## src/sivr_pkg.sv

```systemverilog
package sivr_pkg;

  localparam int          SIVR_NUM_REGS   = 4;
  localparam int          SIVR_NUM_SRC    = 8;
  localparam int          SIVR_DATA_W     = 16;
  localparam int          SIVR_VEC_W      = 7;
  localparam int          SIVR_ADDR_W     = 4;

  // Byte offsets of the 16-bit registers on the plain port
  localparam logic [3:0]  SIVR_OFS_FIFO_ERR  = 4'h0;
  localparam logic [3:0]  SIVR_OFS_FIFO_DATA = 4'h2;
  localparam logic [3:0]  SIVR_OFS_U1_ERR    = 4'h4;
  localparam logic [3:0]  SIVR_OFS_U1_DATA   = 4'h6;
  localparam logic [3:0]  SIVR_REG_OFFSET [SIVR_NUM_REGS] = '{
    SIVR_OFS_FIFO_ERR, SIVR_OFS_FIFO_DATA, SIVR_OFS_U1_ERR, SIVR_OFS_U1_DATA
  };

  localparam logic [15:0] SIVR_RESET_VALUE = 16'h0000;
  localparam logic [15:0] SIVR_WRITE_MASK  = 16'h7F7F;
  localparam logic [6:0]  SIVR_VEC_RESET   = 7'h00;
  localparam int          SIVR_HI_MSB      = 14;
  localparam int          SIVR_HI_LSB      = 8;
  localparam int          SIVR_LO_MSB      = 6;
  localparam int          SIVR_LO_LSB      = 0;
  localparam int          SIVR_RSVD_HI     = 15;
  localparam int          SIVR_RSVD_LO     = 7;

  // Source codes presented with an accepted interrupt
  typedef enum logic [2:0] {
    SIVR_SRC_FIFO_RX_OVERRUN  = 3'b000,
    SIVR_SRC_FIFO_TX_UNDERRUN = 3'b001,
    SIVR_SRC_FIFO_RX_FULL     = 3'b010,
    SIVR_SRC_FIFO_TX_EMPTY    = 3'b011,
    SIVR_SRC_U1_RX_OVERRUN    = 3'b100,
    SIVR_SRC_U1_TX_UNDERRUN   = 3'b101,
    SIVR_SRC_U1_RX_FULL       = 3'b110,
    SIVR_SRC_U1_TX_EMPTY      = 3'b111
  } sivr_src_type;

endpackage : sivr_pkg

```

## src/sivr_vec_reg.sv

```systemverilog
`timescale 1ns/100ps
`default_nettype none
module sivr_vec_reg
  import sivr_pkg::*;
(
  input  wire logic        clk,
  input  wire logic        arst_n,
  input  wire logic        wr_en,
  input  wire logic [15:0] wdata,
  output logic      [15:0] value,
  output logic      [6:0]  hi_field,
  output logic      [6:0]  lo_field
);

  // Standby is not an input here: nothing but reset or a write moves it
  always_ff @(posedge clk or negedge arst_n) begin
    if (!arst_n) begin
      hi_field <= SIVR_RESET_VALUE[SIVR_HI_MSB:SIVR_HI_LSB];
      lo_field <= SIVR_RESET_VALUE[SIVR_LO_MSB:SIVR_LO_LSB];
    end else if (wr_en) begin
      hi_field <= wdata[SIVR_HI_MSB:SIVR_HI_LSB];
      lo_field <= wdata[SIVR_LO_MSB:SIVR_LO_LSB];
    end
  end

  assign value = {1'b0, hi_field, 1'b0, lo_field};

endmodule : sivr_vec_reg
`default_nettype wire

```

## src/sivr_vec_sel.sv

```systemverilog
`timescale 1ns/100ps
`default_nettype none
module sivr_vec_sel
  import sivr_pkg::*;
(
  input  wire logic         clk,
  input  wire logic         arst_n,
  input  wire logic         accept,
  input  wire sivr_src_type src,
  input  wire logic [55:0]  fields,
  output logic      [6:0]   vector,
  output logic              valid
);

  logic [6:0] next_vector;

  always_comb begin
    next_vector = fields[src*SIVR_VEC_W +: SIVR_VEC_W];
  end

  // Field read at acceptance, so a later rewrite does not disturb it
  always_ff @(posedge clk or negedge arst_n) begin
    if (!arst_n) begin
      vector <= SIVR_VEC_RESET;
      valid  <= 1'b0;
    end else begin
      valid <= accept;
      if (accept) begin
        vector <= next_vector;
      end
    end
  end

endmodule : sivr_vec_sel
`default_nettype wire

```

## src/sivr_top.sv

```systemverilog
// Notes on behaviour
// The four 16-bit registers are read/write apart from reserved bits.
// Reset clears every register to zero.
// Standby entry or exit leaves the register contents untouched.
// Bits 15 and 7 always read zero and writes to them are dropped.
// Software writes zero into bits 15 and 7.
// Each seven-bit field holds any vector 0 to 127 exactly as written.
// FIFO error register bits 14:8 hold the FIFO receive overrun vector.
// FIFO error register bits 6:0 hold the FIFO transmit underrun vector.
// FIFO data register bits 14:8 hold the FIFO unit receive full vector.
// FIFO data register bits 6:0 hold the FIFO unit transmit empty vector.
// Unit 1 error register bits 14:8 hold the unit 1 receive overrun vector.
// Unit 1 error register bits 6:0 hold its transmit underrun vector.
// Unit 1 data register bits 14:8 hold the unit 1 receive full vector.
// Unit 1 data register bits 6:0 hold the unit 1 transmit empty vector.
// An accepted source is answered with its current field as the vector.
//
// The address-and-strobe port and the address map were left to the implementer.
`timescale 1ns/100ps
`default_nettype none
module sivr_top
  import sivr_pkg::*;
#(
  parameter int ADDR_W = SIVR_ADDR_W
)
(
  input  wire logic              clk,
  input  wire logic              arst_n,
  input  wire logic              standby,
  input  wire logic [ADDR_W-1:0] addr,
  input  wire logic [15:0]       wdata,
  input  wire logic              wr,
  input  wire logic              rd,
  output logic      [15:0]       rdata,
  output logic      [6:0]        fifo_rx_overrun_vector,
  output logic      [6:0]        fifo_tx_underrun_vector,
  output logic      [6:0]        fifo_rx_full_vector,
  output logic      [6:0]        fifo_tx_empty_vector,
  output logic      [6:0]        unit1_rx_overrun_vector,
  output logic      [6:0]        unit1_tx_underrun_vector,
  output logic      [6:0]        unit1_rx_full_vector,
  output logic      [6:0]        unit1_tx_empty_vector,
  input  wire logic              accept,
  input  wire sivr_src_type      accept_src,
  output logic      [6:0]        accept_vector,
  output logic                   accept_valid
);

  if (ADDR_W < SIVR_ADDR_W) begin : g_addr_check
    $error("sivr_top: ADDR_W too narrow for the register offsets");
  end

  logic [SIVR_NUM_REGS-1:0] hit;
  logic [15:0]              reg_value [SIVR_NUM_REGS];
  logic [6:0]               hi_field  [SIVR_NUM_REGS];
  logic [6:0]               lo_field  [SIVR_NUM_REGS];
  logic [55:0]              fields;
  logic [15:0]              next_rdata;

  // One register per generate entry; address decode is exact match
  for (genvar k = 0; k < SIVR_NUM_REGS; k++) begin : g_reg
    assign hit[k] = (addr == ADDR_W'(SIVR_REG_OFFSET[k]));

    sivr_vec_reg u_reg (
      .clk      (clk),
      .arst_n   (arst_n),
      .wr_en    (wr && hit[k]),
      .wdata    (wdata),
      .value    (reg_value[k]),
      .hi_field (hi_field[k]),
      .lo_field (lo_field[k])
    );

    // Source 2k is the upper field, 2k+1 the lower one
    assign fields[(2*k)*SIVR_VEC_W +: SIVR_VEC_W]   = hi_field[k];
    assign fields[(2*k+1)*SIVR_VEC_W +: SIVR_VEC_W] = lo_field[k];
  end

  assign fifo_rx_overrun_vector   = hi_field[0];
  assign fifo_tx_underrun_vector  = lo_field[0];
  assign fifo_rx_full_vector      = hi_field[1];
  assign fifo_tx_empty_vector     = lo_field[1];
  assign unit1_rx_overrun_vector  = hi_field[2];
  assign unit1_tx_underrun_vector = lo_field[2];
  assign unit1_rx_full_vector     = hi_field[3];
  assign unit1_tx_empty_vector    = lo_field[3];

  // Unmapped offsets read as zero rather than aliasing
  always_comb begin
    next_rdata = SIVR_RESET_VALUE;
    for (int k = 0; k < SIVR_NUM_REGS; k++) begin
      if (hit[k]) begin
        next_rdata = reg_value[k] & SIVR_WRITE_MASK;
      end
    end
  end

  // Read data stands for exactly the cycle after the strobe
  always_ff @(posedge clk or negedge arst_n) begin
    if (!arst_n) begin
      rdata <= SIVR_RESET_VALUE;
    end else if (rd) begin
      rdata <= next_rdata;
    end else begin
      rdata <= SIVR_RESET_VALUE;
    end
  end

  sivr_vec_sel u_sel (
    .clk    (clk),
    .arst_n (arst_n),
    .accept (accept),
    .src    (accept_src),
    .fields (fields),
    .vector (accept_vector),
    .valid  (accept_valid)
  );

  // Helper state for the checks below
  logic first_seen;
  logic standby_q;

  always_ff @(posedge clk or negedge arst_n) begin
    if (!arst_n) begin
      first_seen <= 1'b0;
    end else begin
      first_seen <= 1'b1;
    end
  end

  always_ff @(posedge clk or negedge arst_n) begin
    if (!arst_n) begin
      standby_q <= 1'b0;
    end else begin
      standby_q <= standby;
    end
  end

  for (genvar k = 0; k < SIVR_NUM_REGS; k++) begin : g_chk

  end
endmodule : sivr_top
`default_nettype wire

```

## config.mk

```make
export PLATFORM = sky130hd
export DESIGN_NAME = sivr_top
export DESIGN_NICKNAME = d
export VERILOG_FILES = /design/src/sivr_pkg.sv /design/src/sivr_vec_reg.sv /design/src/sivr_vec_sel.sv /design/src/sivr_top.sv
export SDC_FILE = /design/constraint.sdc
export NUM_CORES = 1
export LEC_CHECK = 0
export ABC_AREA = 1
export BUFFER_PORTS_ARGS = -buffer_cell sky130_fd_sc_hd__buf_2
export CAP_MARGIN = 20
export CORE_MARGIN = 2
export CORE_UTILIZATION = 30
export DETAILED_ROUTE_END_ITERATION = 8
export SYNTH_ARGS = -nofsm -noshare
export SYNTH_HDL_FRONTEND = slang
export SYNTH_HIERARCHICAL = 1
export SYNTH_SLANG_ARGS = --single-unit
```

## constraint.sdc

```tcl
create_clock -name clk -period 0.84 [get_ports clk]
set_input_delay 0.252 -clock clk [delete_from_list [all_inputs] [get_ports clk]]
set_output_delay 0.252 -clock clk [all_outputs]
set_load 0.1 [all_outputs]
```

### After elaboration in Yosys (flattened, before gate mapping)

Index checks and enable logic that the tools add are counted.

* shifts and indexed selects: 1
* mux-type cells: 5
* reductions and logical operators: 5
* multipliers: 1
* equal/unequal tests: 3

Operators with widths (number)
* 2-to-1 mux 15 bit: 5
* indexed part select 56 x 7 -> 7 bit: 1
* equality test 4 x 3 -> 1 bit, second input constant: 2
* multiplier 3 x 3 -> 6 bit, second input constant: 1
* equality test 4 x 2 -> 1 bit, second input constant: 1
* logical AND 1 bit: 4
* zero test 4 bit: 1

* output and inout port bits: 80
* flip-flop bits (word level): 79
* word-level logic and storage cells: 26
* bits of input ports: 29

### Logic depth before layout (Yosys ltp)

* depth after elaboration: 6
* gate-level depth with buffers: 9
* gate-level depth less buffers: 7

### Cells and area by module

Netlist, hierarchy kept.

By module, submodules not included
* sivr_vec_reg: area each 654.4 um^2, cells each 76, seq. area each 350.3 um^2, instances 4
* sivr_top: area each 994.7 um^2, cells each 156, seq. area each 350.3 um^2, instances 1
* sivr_vec_sel: area each 979.7 um^2, cells each 189, seq. area each 200.2 um^2, instances 1

### Worst setup path before layout

Ideal clock, no wire load.

* path kind: reg2reg
* start point: register g_reg[0].u_reg.lo_field[0]
* end point: register rdata[0]
* data required time: 0.768 ns
* arrival time: 1.384 ns
* buffers on the path: 1
* stages on the path, launching flop included: 6
* setup time: 0.072 ns
* period minus slack after synthesis: 1.455 ns
* setup slack: -0.615 ns
* cell sequence: dfrtp_1 > buf_4 > nand3_1 > nand2_1 > nor2_1 > nor2_1

* longest elaborated chain between the ends: 5

Ends and longest elaborated chain
* start, declared: RTL line sivr_vec_reg.sv:12 `output logic [6:0] lo_field`
* start signal, assigned: RTL line sivr_vec_reg.sv:19 `lo_field <= SIVR_RESET_VALUE[SIVR_LO_MSB:SIVR_LO_LSB];`
* start signal, assigned: RTL line sivr_vec_reg.sv:22 `lo_field <= wdata[SIVR_LO_MSB:SIVR_LO_LSB];`
* 2-to-1 mux 15 bit (4 in a row): RTL line sivr_top.sv:92 `if (hit[k]) begin`
* 2-to-1 mux 15 bit: RTL line sivr_top.sv:102 `end else if (rd) begin`
* end signal, assigned: RTL line sivr_top.sv:103 `rdata <= next_rdata;`
* end, declared: RTL line sivr_top.sv:34 `output logic [15:0] rdata,`

Every way passes these cells.
A chain may end at the register's enable or synchronous reset.

### Final worst setup path

* start point: register g_reg[2].u_reg.hi_field[4]
* end point: output unit1_rx_overrun_vector[4]

RTL lines
* start, declared: RTL line sivr_vec_reg.sv:11 `output logic [6:0] hi_field,`
* start signal, assigned: RTL line sivr_vec_reg.sv:18 `hi_field <= SIVR_RESET_VALUE[SIVR_HI_MSB:SIVR_HI_LSB];`
* start signal, assigned: RTL line sivr_vec_reg.sv:21 `hi_field <= wdata[SIVR_HI_MSB:SIVR_HI_LSB];`
* end, declared: RTL line sivr_top.sv:39 `output logic [6:0] unit1_rx_overrun_vector,`

No word-level cell between the ends.

==> impl_results.md <==
- Outcome: finished with violations
- Violations in the final reports: negative setup slack
- Count of port buffers added during placement: 103
- DR DRC count: 0
- Die outline height: 127 um
- CP Buf/Inv Count: 2
- Clock edge transition at the registers on the reported setup and hold paths: 0.06 ns
- Hold Path End: u_sel/valid
- Wire length per cell after detailed routing: 18.3 um
- Clock Sinks: 78
- Mean instance size in the synthesized netlist: 7.09 um2
- Worst reg-to-reg setup slack: -0.41 ns
- Final hold violation count: 0
- Critical Path Stages: 2
- Combined area of all synthesized cells: 0.00452 mm2
- Maximum operating frequency: 722 MHz
- Maximum vdd drop: 1.62 mV
- Endpoint type of the worst setup path: output port
- Final setup vio count: 155
- Pin count of the biggest net entering global routing: 46
- Detailed Route WL: 18500 um
- Hold Startpoint: accept
- Number of cells on the worst reg-to-reg path: 7
- Clock insertion delay at the later pin of the skew report: 0.35 ns
- Cell area after placement: 0.00684 mm2
- Hold WS: 0.166 ns
- Routability congestion estimate from global placement: 0.824
- Net count, final: 851
- Total of max-cap violations: 0
- Arrival @ worst endpoint: 1.13 ns
- Area of all placed cells without fillers: 0.00899 mm2
- Clock period minus final worst setup slack: 1.39 ns
- Number of detailed-routing iterations run before antenna repair: 5
- Initial drt markers: 603
- Unrepaired setup endpoints after global routing: yes
- Critical-path maximum fanout: 2
- Post-place setup slack: -0.531 ns
- Fraction of the cycle the final worst path needs: 165%
- Cell class contributing the biggest share of worst-path delay: flip-flops
- Initial antenna violation count: 1
- Classification of the worst-slack hold path: in2reg
- Stage delay of the slowest cell on the critical path: 0.50 ns
- Most common cell type on the critical path: sky130_fd_sc_hd__buf_12
- Final Skew: 0.00840 ns
- Cell count of the worst hold path: 1
- CP required: 0.59 ns
- Die X-Extent: 127 um
- Post-Syn Instances: 637
- Clock root buffer: sky130_fd_sc_hd__clkbuf_16
- Number of vias per cell after detailed routing: 5.01
- Warnings, synthesis: 6
- Number of buffers added by the clock tree synthesis step: 9
- Library cell contributing the largest single delay on the critical path: sky130_fd_sc_hd__dfrtp_4
- Final number of max-transition violations: 0
- Total die area: 0.0161 mm2
- Area growth, synth to finish: 99.1%
- Total global routing overflow: 0
- Finished Core Util: 61.4%
- Crit start category: register
- Fraction of final layout cells with drive strength greater than 1: 71.5%
- H-tree depth reported by CTS: 3
- Initial Utilization: 30.8%
- Row Count: 44
- Clock tree from TritonCTS: done
- Setup CP Type: reg2out
- Core outline area: 0.0146 mm2
- Final worst setup slack: -0.545 ns
- Via count of the first global-routing pass: 4690
- Total Routing Usage GR: 20.7%
- Worst flop-to-flop path endpoint: u_sel/vector[4]
- Number of nets with antenna violations after routing: 0
- Post-detailed-placement half-perimeter wirelength: 10800 um
- First-pass GRT wire length: 25600 um
- IO Count: 109
- Total via count after detailed routing: 5070
- Critical path cell sequence: buf_12 > buf_12
- Power density over cell area: 2540 mW/mm2
- Worst-case clock buffer depth: 2
- Reg-to-reg startpoint: g_reg[1].u_reg/lo_field[4]
- Leakage dissipation: 0.00420 uW
- Overall power of the completed layout: 22900 uW
-- report_power, final --
part           total [uW]  switching (uW)  internal (uW)  leakage (uW)
sequential           5600             805           4800      0.000890
clock                4250            1650           2600      0.000152
combinational       13000            7660           5360       0.00316
total               22900           10100          12800       0.00420
-- through the flow --
step           cells  setup TNS, ns
3_5_place_dp     905         -43.69
3_3_place_gp     905         -42.16
5_1_grt         1012         -50.65
2_1_floorplan    638         -22.91
4_1_cts          999         -44.47
6_report        1012         -47.50
-- how the worst max path moves through the flow --
stage                               startpoint                         end  slack (ns)
finish              g_reg[2].u_reg/hi_field[4]  unit1_rx_overrun_vector[4]       -0.55
global route        g_reg[0].u_reg/lo_field[5]  fifo_tx_underrun_vector[5]       -0.56
CTS                 g_reg[1].u_reg/lo_field[4]     fifo_tx_empty_vector[4]       -0.55
detailed placement                     addr[1]                    rdata[0]       -0.53
global placement                       addr[1]                    rdata[0]       -0.52
floorplan                              addr[1]  g_reg[3].u_reg/hi_field[0]       -0.36
-- layout make-up --
class,instances,area (um2)
Fill cell,1035,5650
Timing Repair Buffer,258,3440
Multi-Input combinational cell,420,2510
Sequential cell,78,2240
Inverter,53,239
Tap cell,184,230
Clock buffer,10,229
Clock inverter,6,86.3
Timing Repair inverter,2,15.0
Antenna cell,1,2.50
-- state kept, by name (all words and copies together) (netlist names) --
| signal | flops |
|---|---|
| g.u_reg/hi_field | 28 |
| u_sel/valid | 1 |
| g.u_reg/lo_field | 28 |
| u_sel/vector | 7 |
| rdata | 14 |
-- routing by layer --
| metal | GRT usage [%] | vias to the layer above | wire length, um | part of all wire (%) |
|---|---|---|---|---|
| li1 | - | 2256 | - | - |
| met1 | 27.6 | 2450 | 7450 | 40 |
| met2 | 34.4 | 300 | 9020 | 49 |
| met3 | 3.50 | 64 | 1370 | 7.4 |
| met4 | 6.72 | 0 | 667 | 3.6 |
| met5 | 0 | - | 0 | 0 |
-- placed cells by master, fill, tap and decap left out, types with 12 or more instances in the layout --
| cell type | instances |
|---|---|
| sky130_fd_sc_hd__dfrtp_4 | 78 |
| sky130_fd_sc_hd__nand2_2 | 96 |
| sky130_fd_sc_hd__inv_2 | 35 |
| sky130_fd_sc_hd__buf_4 | 46 |
| sky130_fd_sc_hd__nand3_2 | 56 |
| sky130_fd_sc_hd__buf_12 | 93 |
| sky130_fd_sc_hd__nor2_4 | 14 |
| sky130_fd_sc_hd__buf_2 | 20 |
| sky130_fd_sc_hd__nand2_1 | 178 |
| sky130_fd_sc_hd__nor2_1 | 12 |
| sky130_fd_sc_hd__nand3_1 | 23 |
| sky130_fd_sc_hd__buf_6 | 93 |
-- timing repair --
action | 4_1_cts | 5_1_grt
setup endpoints to repair | 155 | 155
resized for setup | 187 | 163
hold endpoints to repair | 78 | 0
cloned | 2 | 1
hold buffers | 1 | 0
setup buffers | 75 | 23
pin swaps | 78 | 105
(Power assumes the default switching activity.)
